<file path="src/hdl/sbr_map.vh">
// Purpose: constants for the serial bit-rate and receive-flag block
// Assumes: 32-bit AXI4-Lite register window, one aligned word per register
// Notes:   offsets are byte addresses
`ifndef SBR_MAP_VH
`define SBR_MAP_VH

// ============================================================
// register offsets
`define SBR_OFS_STATUS      4'h0
`define SBR_OFS_RATE        4'h4
`define SBR_OFS_DATA        4'h8
`define SBR_ADDR_W          4

// ============================================================
// rate register fields
`define SBR_PRESCALE_HI     6
`define SBR_PRESCALE_LO     4
`define SBR_RATE_HI         2
`define SBR_RATE_LO         0
`define SBR_RATE_RESET      8'h00

// ============================================================
// status register fields
`define SBR_STAT_RXFULL     7

// ============================================================
// transfer timing
`define SBR_XFER_BITS       8
`define SBR_HALF_EDGES      5'h10

// ============================================================
// axi responses
`define SBR_RESP_OKAY       2'h0
`define SBR_RESP_SLVERR     2'h2

`endif

</file>
<file path="src/hdl/sbr_prescale.v">
// Purpose: prescaler, one tick every (code + 1) bus clocks
// Assumes: i_run low holds the counter cleared
// Notes:   code may change at any time; the new value acts on the next compare
`default_nettype none

module sbr_prescale (
  // clock and reset
  input  wire       i_sys_clk,
  input  wire       i_arst_n,
  // control
  input  wire       i_run,
  input  wire [2:0] i_code,
  // output
  output wire       o_tick
);

  reg [2:0] cnt_q;
  reg [2:0] cnt_d;

  // counter reaching the code means code + 1 cycles have passed
  assign o_tick = i_run && (cnt_q >= i_code);

  always @* begin
    cnt_d = cnt_q;
    if (!i_run || o_tick) begin
      cnt_d = 3'h0;
    end else begin
      cnt_d = cnt_q + 3'h1;
    end
  end

  always @(posedge i_sys_clk or negedge i_arst_n) begin
    if (!i_arst_n) begin
      cnt_q <= 3'h0;
    end else begin
      cnt_q <= cnt_d;
    end
  end

endmodule

`default_nettype wire

</file>
<file path="src/hdl/sbr_rate_div.v">
// Purpose: rate divider, half-period pulse every 2^code prescaler ticks
// Assumes: a full shift clock period is two half periods, so 2^(code+1) ticks
// Notes:   counter is cleared while idle so each frame starts in phase
`default_nettype none

module sbr_rate_div (
  // clock and reset
  input  wire       i_sys_clk,
  input  wire       i_arst_n,
  // control
  input  wire       i_run,
  input  wire       i_tick,
  input  wire [2:0] i_code,
  // output
  output wire       o_half
);

  reg  [6:0] cnt_q;
  reg  [6:0] cnt_d;
  wire [6:0] last;

  assign last   = (7'h01 << i_code) - 7'h01;
  // compare with >= so a code lowered mid-count cannot overrun
  assign o_half = i_run && i_tick && (cnt_q >= last);

  always @* begin
    cnt_d = cnt_q;
    if (!i_run || o_half) begin
      cnt_d = 7'h00;
    end else if (i_tick) begin
      cnt_d = cnt_q + 7'h01;
    end
  end

  always @(posedge i_sys_clk or negedge i_arst_n) begin
    if (!i_arst_n) begin
      cnt_q <= 7'h00;
    end else begin
      cnt_q <= cnt_d;
    end
  end

endmodule

`default_nettype wire

</file>
<file path="src/hdl/sbr_top.v">
// Purpose: serial master bit-rate generator with receive-full flag
// Assumes: single 200 MHz bus clock, AXI4-Lite register access, SPI mode 0
// Notes:   writing the data register starts one 8-bit transfer when idle
`include "sbr_map.vh"
`default_nettype none

module sbr_top (
  // clock and reset
  input  wire        i_sys_clk,
  input  wire        i_arst_n,
  // axi4-lite write address
  input  wire        i_s_axi_awvalid,
  output wire        o_s_axi_awready,
  input  wire [3:0]  i_s_axi_awaddr,
  // axi4-lite write data
  input  wire        i_s_axi_wvalid,
  output wire        o_s_axi_wready,
  input  wire [31:0] i_s_axi_wdata,
  input  wire [3:0]  i_s_axi_wstrb,
  // axi4-lite write response
  output wire        o_s_axi_bvalid,
  input  wire        i_s_axi_bready,
  output wire [1:0]  o_s_axi_bresp,
  // axi4-lite read address
  input  wire        i_s_axi_arvalid,
  output wire        o_s_axi_arready,
  input  wire [3:0]  i_s_axi_araddr,
  // axi4-lite read data
  output wire        o_s_axi_rvalid,
  input  wire        i_s_axi_rready,
  output wire [31:0] o_s_axi_rdata,
  output wire [1:0]  o_s_axi_rresp,
  // serial link
  output wire        o_sck,
  output wire        o_mosi,
  input  wire        i_miso,
  output wire        o_busy
);

  // ============================================================
  // registers
  reg        aw_have_q;
  reg [3:0]  aw_addr_q;
  reg        w_have_q;
  reg [31:0] w_data_q;
  reg [3:0]  w_strb_q;
  reg        bvalid_q;
  reg [1:0]  bresp_q;
  reg        rvalid_q;
  reg [31:0] rdata_q;
  reg [1:0]  rresp_q;

  reg [2:0]  prescale_code_q;
  reg [2:0]  rate_divide_code_q;
  reg        receive_full_flag_q;
  reg        clear_armed_q;
  reg [7:0]  serial_data_buffer_q;

  reg        busy_q;
  reg        sck_q;
  reg        mosi_q;
  reg [7:0]  shift_q;
  reg [4:0]  edge_cnt_q;

  // reset value of the rate register, split into its two fields
  // so each field flop is loaded at exactly its own width
  localparam [7:0] rate_rst     = `SBR_RATE_RESET;
  localparam [2:0] prescale_rst = rate_rst[`SBR_PRESCALE_HI:`SBR_PRESCALE_LO];
  localparam [2:0] divide_rst   = rate_rst[`SBR_RATE_HI:`SBR_RATE_LO];

  // ============================================================
  // write channel
  wire       wr_fire;
  wire       rd_fire;
  wire       wr_status;
  wire       wr_rate;
  wire       wr_data;
  wire       wr_map;
  wire       rd_status;
  wire       rd_data;
  wire       rd_map;

  // each channel is taken once and held until the pair is complete
  assign o_s_axi_awready = !aw_have_q && !bvalid_q;
  assign o_s_axi_wready  = !w_have_q && !bvalid_q;
  assign wr_fire         = aw_have_q && w_have_q && !bvalid_q;

  assign wr_status = (aw_addr_q == `SBR_OFS_STATUS);
  assign wr_rate   = (aw_addr_q == `SBR_OFS_RATE);
  assign wr_data   = (aw_addr_q == `SBR_OFS_DATA);
  assign wr_map    = wr_status || wr_rate || wr_data;

  always @(posedge i_sys_clk or negedge i_arst_n) begin
    if (!i_arst_n) begin
      aw_have_q <= 1'b0;
      aw_addr_q <= 4'h0;
      w_have_q  <= 1'b0;
      w_data_q  <= 32'h0000_0000;
      w_strb_q  <= 4'h0;
      bvalid_q  <= 1'b0;
      bresp_q   <= `SBR_RESP_OKAY;
    end else begin
      if (i_s_axi_awvalid && o_s_axi_awready) begin
        aw_have_q <= 1'b1;
        aw_addr_q <= {i_s_axi_awaddr[3:2], 2'b00};
      end
      if (i_s_axi_wvalid && o_s_axi_wready) begin
        w_have_q <= 1'b1;
        w_data_q <= i_s_axi_wdata;
        w_strb_q <= i_s_axi_wstrb;
      end
      if (wr_fire) begin
        aw_have_q <= 1'b0;
        w_have_q  <= 1'b0;
        bvalid_q  <= 1'b1;
        bresp_q   <= wr_map ? `SBR_RESP_OKAY : `SBR_RESP_SLVERR;
      end else if (bvalid_q && i_s_axi_bready) begin
        bvalid_q <= 1'b0;
      end
    end
  end

  assign o_s_axi_bvalid = bvalid_q;
  assign o_s_axi_bresp  = bresp_q;

  // ============================================================
  // read channel
  assign o_s_axi_arready = !rvalid_q;
  assign rd_fire         = i_s_axi_arvalid && !rvalid_q;
  assign rd_status       = ({i_s_axi_araddr[3:2], 2'b00} == `SBR_OFS_STATUS);
  assign rd_data         = ({i_s_axi_araddr[3:2], 2'b00} == `SBR_OFS_DATA);
  assign rd_map          = rd_status || rd_data ||
                           ({i_s_axi_araddr[3:2], 2'b00} == `SBR_OFS_RATE);

  always @(posedge i_sys_clk or negedge i_arst_n) begin
    if (!i_arst_n) begin
      rvalid_q <= 1'b0;
      rdata_q  <= 32'h0000_0000;
      rresp_q  <= `SBR_RESP_OKAY;
    end else begin
      if (rd_fire) begin
        rvalid_q <= 1'b1;
        rresp_q  <= rd_map ? `SBR_RESP_OKAY : `SBR_RESP_SLVERR;
        if (rd_status) begin
          // only the full flag is live; all other bits read zero
          rdata_q <= {24'h00_0000, receive_full_flag_q, 7'h00};
        end else if (rd_data) begin
          rdata_q <= {24'h00_0000, serial_data_buffer_q};
        end else if (rd_map) begin
          // reserved bits 7 and 3 are not stored and read zero
          rdata_q <= {24'h00_0000, 1'b0, prescale_code_q,
                      1'b0, rate_divide_code_q};
        end else begin
          rdata_q <= 32'h0000_0000;
        end
      end else if (rvalid_q && i_s_axi_rready) begin
        rvalid_q <= 1'b0;
      end
    end
  end

  assign o_s_axi_rvalid = rvalid_q;
  assign o_s_axi_rdata  = rdata_q;
  assign o_s_axi_rresp  = rresp_q;

  // ============================================================
  // rate register
  // no busy check: a new rate takes hold at the next divider compare
  always @(posedge i_sys_clk or negedge i_arst_n) begin
    if (!i_arst_n) begin
      prescale_code_q    <= prescale_rst;
      rate_divide_code_q <= divide_rst;
    end else if (wr_fire && wr_rate && w_strb_q[0]) begin
      prescale_code_q    <= w_data_q[`SBR_PRESCALE_HI:`SBR_PRESCALE_LO];
      rate_divide_code_q <= w_data_q[`SBR_RATE_HI:`SBR_RATE_LO];
    end
  end
  // a write at the status offset reaches no flop below: wr_status is
  // only decoded for the response code

  // ============================================================
  // clock generation chain
  wire pre_tick;
  wire half_edge;

  // prescaler runs on the bus clock; its tick drives the rate divider
  sbr_prescale u_prescale (
    .i_sys_clk (i_sys_clk),
    .i_arst_n  (i_arst_n),
    .i_run     (busy_q),
    .i_code    (prescale_code_q),
    .o_tick    (pre_tick)
  );

  sbr_rate_div u_rate_div (
    .i_sys_clk (i_sys_clk),
    .i_arst_n  (i_arst_n),
    .i_run     (busy_q),
    .i_tick    (pre_tick),
    .i_code    (rate_divide_code_q),
    .o_half    (half_edge)
  );

  // ============================================================
  // shift engine, mode 0, msb first
  wire xfer_start;
  wire xfer_done;

  // data writes while busy are dropped; queueing is not provided here
  assign xfer_start = wr_fire && wr_data && w_strb_q[0] && !busy_q;
  assign xfer_done  = busy_q && half_edge && (edge_cnt_q == `SBR_HALF_EDGES - 5'h01);

  always @(posedge i_sys_clk or negedge i_arst_n) begin
    if (!i_arst_n) begin
      busy_q     <= 1'b0;
      sck_q      <= 1'b0;
      mosi_q     <= 1'b0;
      shift_q    <= 8'h00;
      edge_cnt_q <= 5'h00;
    end else if (xfer_start) begin
      busy_q     <= 1'b1;
      sck_q      <= 1'b0;
      shift_q    <= w_data_q[7:0];
      mosi_q     <= w_data_q[7];
      edge_cnt_q <= 5'h00;
    end else if (busy_q && half_edge) begin
      sck_q      <= !sck_q;
      edge_cnt_q <= edge_cnt_q + 5'h01;
      if (!sck_q) begin
        // rising edge samples the slave's bit
        shift_q <= {shift_q[6:0], i_miso};
      end else begin
        mosi_q <= shift_q[7];
      end
      if (xfer_done) begin
        busy_q <= 1'b0;
        mosi_q <= 1'b0;
      end
    end
  end

  assign o_sck  = sck_q;
  assign o_mosi = mosi_q;
  assign o_busy = busy_q;

  // ============================================================
  // receive buffer and full flag
  wire status_seen;
  wire data_take;
  wire flag_clear;
  wire buf_free;

  assign status_seen = rd_fire && rd_status && receive_full_flag_q;
  assign data_take   = rd_fire && rd_data;
  assign flag_clear  = data_take && clear_armed_q;
  // a clearing data read (status seen full first) in this very cycle frees the buffer for new data
  assign buf_free    = !receive_full_flag_q || flag_clear;

  always @(posedge i_sys_clk or negedge i_arst_n) begin
    if (!i_arst_n) begin
      receive_full_flag_q  <= 1'b0;
      clear_armed_q        <= 1'b0;
      serial_data_buffer_q <= 8'h00;
    end else begin
      if (status_seen) begin
        clear_armed_q <= 1'b1;
      end else if (flag_clear) begin
        clear_armed_q <= 1'b0;
      end
      if (xfer_done && buf_free) begin
        // set wins over a clear in the same cycle
        receive_full_flag_q  <= 1'b1;
        serial_data_buffer_q <= shift_q;
      end else if (flag_clear) begin
        receive_full_flag_q <= 1'b0;
      end
      // a finished byte with the buffer still full is simply dropped
    end
  end

  // the last rising-edge sample lands in shift_q one half period before
  // done, so shift_q already holds the whole received byte

endmodule

`default_nettype wire

</file>
<file path="config.mk">
export PLATFORM = sky130hd
export DESIGN_NAME = sbr_top
export DESIGN_NICKNAME = d
export VERILOG_FILES = /design/src/hdl/sbr_prescale.v /design/src/hdl/sbr_rate_div.v /design/src/hdl/sbr_top.v
export VERILOG_INCLUDE_DIRS = /design/src /design/src/hdl
export SDC_FILE = /design/constraint.sdc
export NUM_CORES = 1
export LEC_CHECK = 0
export ABC_AREA = 1
export BUFFER_PORTS_ARGS = -buffer_cell sky130_fd_sc_hd__clkbuf_2
export CORE_MARGIN = 1.5
export CORE_UTILIZATION = 45
export CTS_CLUSTER_DIAMETER = 80
export DETAILED_ROUTE_END_ITERATION = 12
export GPL_TIMING_DRIVEN = 0
export PLACE_DENSITY_LB_ADDON = 0.15
export SLEW_MARGIN = 10
export SYNTH_ARGS = -nofsm -noshare
export SYNTH_HDL_FRONTEND = slang
export SYNTH_SLANG_ARGS = --single-unit
export TNS_END_PERCENT = 5
</file>
<file path="constraint.sdc">
create_clock -name i_sys_clk -period 3.95 [get_ports i_sys_clk]
set_input_delay 0.79 -clock i_sys_clk [delete_from_list [all_inputs] [get_ports i_sys_clk]]
set_output_delay 0.79 -clock i_sys_clk [all_outputs]
set_load 0.1 [all_outputs]
</file>
# Word level (Yosys, flattened, before mapping)
# Index checks and enable logic that the tools add are counted.
[classes]
addsub = 4
shift = 1
n_mux = 33
n_lt_le_gt_ge = 2
eq_ne = 6
reduce_logical = 53
[ops]
columns = ["cell", "count"]
rows = [
  ["$mux 8", 5],
  ["$logic_and 1x1->1", 24],
  ["$mux 7", 3],
  ["$mux 1", 20],
  ["$reduce_bool 2->1", 9],
  ["$mux 5", 2],
  ["$add 7x1->7 const B", 1],
  ["$ge 7x7->1", 1],
  ["$logic_not 1->1", 7],
  ["$logic_or 1x1->1", 7],
  ["$shl 1x3->7 const A", 1],
  ["$sub 7x1->7 const B", 1],
  ["$reduce_and 2->1", 3],
  ["$add 5x1->5 const B", 1],
  ["$eq 5x4->1 const B", 1],
  ["$eq 2x1->1 const B", 2],
  ["$eq 2x2->1 const B", 2],
  ["$logic_not 4->1", 1],
  ["$mux 2", 2],
  ["$add 3x1->3 const B", 1],
  ["$ge 3x3->1", 1],
  ["$mux 3", 1],
  ["$reduce_bool 3->1", 1],
  ["$logic_not 2->1", 1],
  ["$ne 2x1->1 const B", 1],
]
[totals]
wordCells = 121
register_bits = 93
input_bits = 52
out_inout_bits = 44

# Logic depth before layout (Yosys ltp)
[depth]
ltp_word = 9
mapped_depth = 14
ltp_nobuf = 13

# Hierarchy
# From an unflattened synthesis, not the netlist that was laid out.
[unflattened]
hier_cells = 424
hier_area_um2 = 3589.7
[by_module_without_submodules]
columns = ["module", "cells_each", "area_per_inst_um2", "instances"]
rows = [
  ["sbr_top", 312, 2787.7, 1],
  ["sbr_rate_div", 89, 601.8, 1],
  ["sbr_prescale", 23, 200.2, 1],
]

# Worst setup path before layout
# Ideal clock, no wire load.
[synth_path]
kind = "reg2reg"
from = "register bvalid_q (netlist: o_s_axi_bvalid)"
to = "register w_data_q[5]"
stages_incl_launch_ff = 6
t_arrival_ns = 3.096
setup_slack_ns = 0.722
required_time_ns = 3.818
period_less_slack_ns = 3.228
path_buffers = 1
path_cell_list = "dfrtp_1 -> nor2_1 -> nand2_1 -> clkbuf_1 -> nor2_1 -> a21oi_1"
[synth_via]
elab_chain_cells = 3
[synth_rtl]
columns = ["item", "line", "source"]
rows = [
  ["start, declared", "sbr_top.v:47", "reg bvalid_q;"],
  ["start signal, assigned", "sbr_top.v:100", "bvalid_q <= 1'b0;"],
  ["start signal, assigned", "sbr_top.v:115", "bvalid_q <= 1'b1;"],
  ["start signal, assigned", "sbr_top.v:118", "bvalid_q <= 1'b0;"],
  ["$logic_not 1->1", "sbr_top.v:85", "assign o_s_axi_wready = !w_have_q && !bvalid_q;"],
  ["$logic_and 1x1->1", "sbr_top.v:85", ""],
  ["net o_s_axi_wready", "sbr_top.v:17", "output wire o_s_axi_wready,"],
  ["$logic_and 1x1->1", "sbr_top.v:107", "if (i_s_axi_wvalid && o_s_axi_wready) begin"],
  ["end signal, assigned", "sbr_top.v:109", "w_data_q <= i_s_axi_wdata;"],
  ["end, declared", "sbr_top.v:45", "reg [31:0] w_data_q;"],
]
# The timed path passes the listed nets, and every way through them passes these cells.
# A chain may end at the register's enable or synchronous reset.

# Worst setup path in the final report
[layout_path]
from = "register rate_divide_code_q[1]"
to = "register serial_data_buffer_q[6]"
[layout_via]
elab_chain_cells = 7
[layout_rtl]
columns = ["item", "line", "source"]
rows = [
  ["start, declared", "sbr_top.v:54", "reg [2:0] rate_divide_code_q;"],
  ["start signal, assigned", "sbr_top.v:172", "rate_divide_code_q <= divide_rst;"],
  ["start signal, assigned", "sbr_top.v:175", "rate_divide_code_q <= w_data_q[`SBR_RATE_HI:`SBR_RATE_LO];"],
  ["$shl 1x3->7", "sbr_rate_div.v:22", "assign last = (7'h01 << i_code) - 7'h01;"],
  ["$sub 7x1->7", "sbr_rate_div.v:22", ""],
  ["$ge 7x7->1", "sbr_rate_div.v:24", "assign o_half = i_run && i_tick && (cnt_q >= last);"],
  ["$logic_and 1x1->1", "sbr_rate_div.v:24", ""],
  ["$logic_and 1x1->1 (2 in series)", "sbr_top.v:211", "assign xfer_done = busy_q && half_edge && (edge_cnt_q == `SBR_HALF_EDGES - 5'h01);"],
  ["$logic_and 1x1->1", "sbr_top.v:270", "if (xfer_done && buf_free) begin"],
  ["end signal, assigned", "sbr_top.v:273", "serial_data_buffer_q <= shift_q;"],
  ["end, declared", "sbr_top.v:57", "reg [7:0] serial_data_buffer_q;"],
]
# No other way between the ends.

==> impl_metrics.ini <==
[worst_setup_path]
criticalPathCategory = flop to flop
cp-end-kind = flop
critPathArrivalTime_ns = 2.46
crit_fanout = 10
reg2regPathDepth = 12
cp-start-kind = flop
crit_required_ns = 4.19

[logic_synthesis]
ys_warn_count = 0
yosysTopAreaCell = dfrtp_1
ys_types = 33
ys_seq_area_share_pct = 48.4
ys_ff_latch = 67
yosysTopAreaCellShare_pct = 48.4
yosys.cell_count.top_type = nand2_1
synth_flop_cell = dfrtp_1
ys_top_cells_by_count = nand2_1, dfrtp_1, inv_1
synth_async_sr_flop_share_pct = 100
syn_avg_cell_area_sq_um = 8.54
syn-cell-area_sq_um = 3470
syn_inst = 406
synth.area.top_cells = dfrtp_1, nand2_1, buf_4
synth_edf_count = 0

[clock_network]
cts_sinks = 67
cts-root-buf = clkbuf_8
cts_setup_buffers = 0
cts_buffer_depth = 2
clk_pin_slew_worst_paths_ns = 0.08
post_cts_resized = 0
htree_levels = 3
insertion_delay_ns = 0.35
holdBufCountCts = 0
cts_buffers = 9
cts_tree = built

[drt]
top_layer_used = met4
drtPass1Iterations = 4
vias = 2667
finalWirelength_mm = 6.65
drc_errors = 0
wl_met2_mm = 2.98
wl_per_cell_um = 11.4
drt_iter0_markers = 126
via_per_inst = 4.56
met1Wirelength_mm = 3.15
dr_wl_met3_um = 390
drtAntennaViolNets = 0

[outcome]
status = completed

[floorplan]
core_sq_um = 7370
die_height_um = 90.8
start_util_pct = 47.0
rows = 31
io-pin-count = 96
design.die.area_sq_um = 8240
die_x_um = 90.8

[place]
gp_congestion = 0.828
dp_hpwl_mm = 4.90
dp_slack_ns = 1.70
port_buffers = 38

[timing]
max_freq_mhz = 450
drv_slew = 0
worstMarginPinSlew_ns = 0.542
final.min_clock_period_ns = 2.22
setup_viol = 0
fin_ws_ns = 1.73
max_slew_margin_pct = 64.0
fin_skew_ns = 0.00609
finalHoldViolCount = 0
fin_crit_sh_pct = 56.3
final.setup.tns_ns = 0
grt_setup_unrepaired = false
holdWs_ns = 0.312

[grt]
grt-ovfl-total = 0
first_global_vias = 2622
grtUsageTotal_pct = 18.3
grt_max_degree = 56
grt_pass1_wl_mm = 11.9
antenna_found_initial = 0

[pwr]
power.density_nw_per_um2 = 732
leakage_nw = 2.19
p_total_mw = 2.98
ir_worst_vdd_v = 0.000507

[finish]
syn_to_final_growth_pct = 17.5
antenna_cells = 0
nets = 547
drive_above_1_share_pct = 22.8

[hold_path]
hold_path.class = input port to async pin

[run]
drv_cap = 0
-- kinds of logic after synthesis --
family	synth area share [%]
AND/OR/NAND/NOR	21.2
buffers and inverters	12.6
flip-flops	48.4
AO/OA/AOI/OAI	10.1
adder cells (fa/ha/maj)	5.05
XOR/XNOR	1.26
multiplexers	1.30
other	0.108
-- where the power goes --
part,internal [mW],switching (mW)
logic,0.360,1.06
registers,0.900,0.166
clock network,0.225,0.268
-- layout by cell type, fill, tap and decap left out, types with 2 or more instances in the layout --
| cell | Yosys | routed |
|---|---|---|
| dfrtp_1 | 67 | 67 |
| buf_2 | 2 | 2 |
| inv_1 | 45 | 45 |
| xor2_1 | 3 | 3 |
| nand3_1 | 19 | 19 |
| nand2_4 | 3 | 3 |
| clkbuf_2 | 0 | 37 |
| a22o_1 | 2 | 2 |
| nor2_1 | 27 | 27 |
| nor3_1 | 4 | 4 |
| nand2_2 | 2 | 2 |
| mux2_2 | 4 | 4 |
| o21ai_2 | 6 | 6 |
| nand2_1 | 105 | 105 |
| buf_6 | 2 | 2 |
| a21oi_1 | 18 | 18 |
| clkinv_4 | 0 | 2 |
| clkbuf_1 | 2 | 2 |
| ha_1 | 14 | 14 |
| xnor2_1 | 2 | 2 |
| nor2_4 | 2 | 2 |
| conb_1 | 1 | 26 |
| o21ai_1 | 2 | 2 |
| buf_4 | 26 | 26 |
| o21ai_0 | 33 | 33 |
| clkinv_2 | 0 | 4 |
| inv_2 | 6 | 6 |
| clkbuf_8 | 0 | 9 |
-- through the flow --
| stage | cell area [sq um] | utilization (%) | cells |
|---|---|---|---|
| floorplan | 3560 | - | 431 |
| global placement | 3870 | 52.6 | 568 |
| detailed placement | 3900 | 53.0 | 569 |
| CTS | 4070 | 55.3 | 585 |
| global route | 4070 | 55.3 | 585 |
| finish | 4070 | 55.3 | 585 |
-- critical path, cell delays in order, from the launching register on --
cell and delay, ns:
dfrtp_1 0.47, nor2_1 0.17, nand2_1 0.07, ha_1 0.28
nand2_1 0.04, nor2_1 0.09, nand3_1 0.07, nand3_1 0.13
nand3_1 0.32, nor2_8 0.28, inv_4 0.07, nand2_1 0.07
nand2_1 0.05
-- worst paths after layout --
check                                               startpoint                             endpoint  slack, ns
setup reg to reg             rate_divide_code_q[1]$_DFFE_PN0P_  serial_data_buffer_q[6]$_DFFE_PN0P_       1.73
hold reg to reg            serial_data_buffer_q[5]$_DFFE_PN0P_  serial_data_buffer_q[5]$_DFFE_PN0P_       0.48
setup / recovery             rate_divide_code_q[1]$_DFFE_PN0P_  serial_data_buffer_q[6]$_DFFE_PN0P_       1.73
hold / removal                                        i_arst_n                aw_have_q$_DFFE_PN0P_       0.31
min in group i_sys_clk     serial_data_buffer_q[5]$_DFFE_PN0P_  serial_data_buffer_q[5]$_DFFE_PN0P_       0.48
max in group asynchronous                             i_arst_n  serial_data_buffer_q[7]$_DFFE_PN0P_       3.11
-- metal layers --
layer,vias up,global-route usage [%]
li1,1388,-
met1,1192,22.9
met2,76,29.2
met3,11,5.13
met4,0,8.73
met5,-,0
-- registers in the layout, summed over array words and instances, names as in the netlist, 3 cells and up --
name,flops
o_s_axi_rdata,8
prescale_code_q,3
u_prescale.cnt_q,3
w_data_q,8
u_rate_div.cnt_q,7
rate_divide_code_q,3
edge_cnt_q,5
shift_q,8
serial_data_buffer_q,8
-- final cells by class --
cell class | instances | area, sq um
timing repair buffer | 39 | 220
clock inverter | 7 | 45.0
clock buffer | 9 | 124
tap | 99 | 124
buffer | 32 | 235
multi-input combinational | 279 | 1450
sequential | 67 | 1680
inverter | 53 | 201
fill | 706 | 3300
Power figures use the tool's default switching activity.
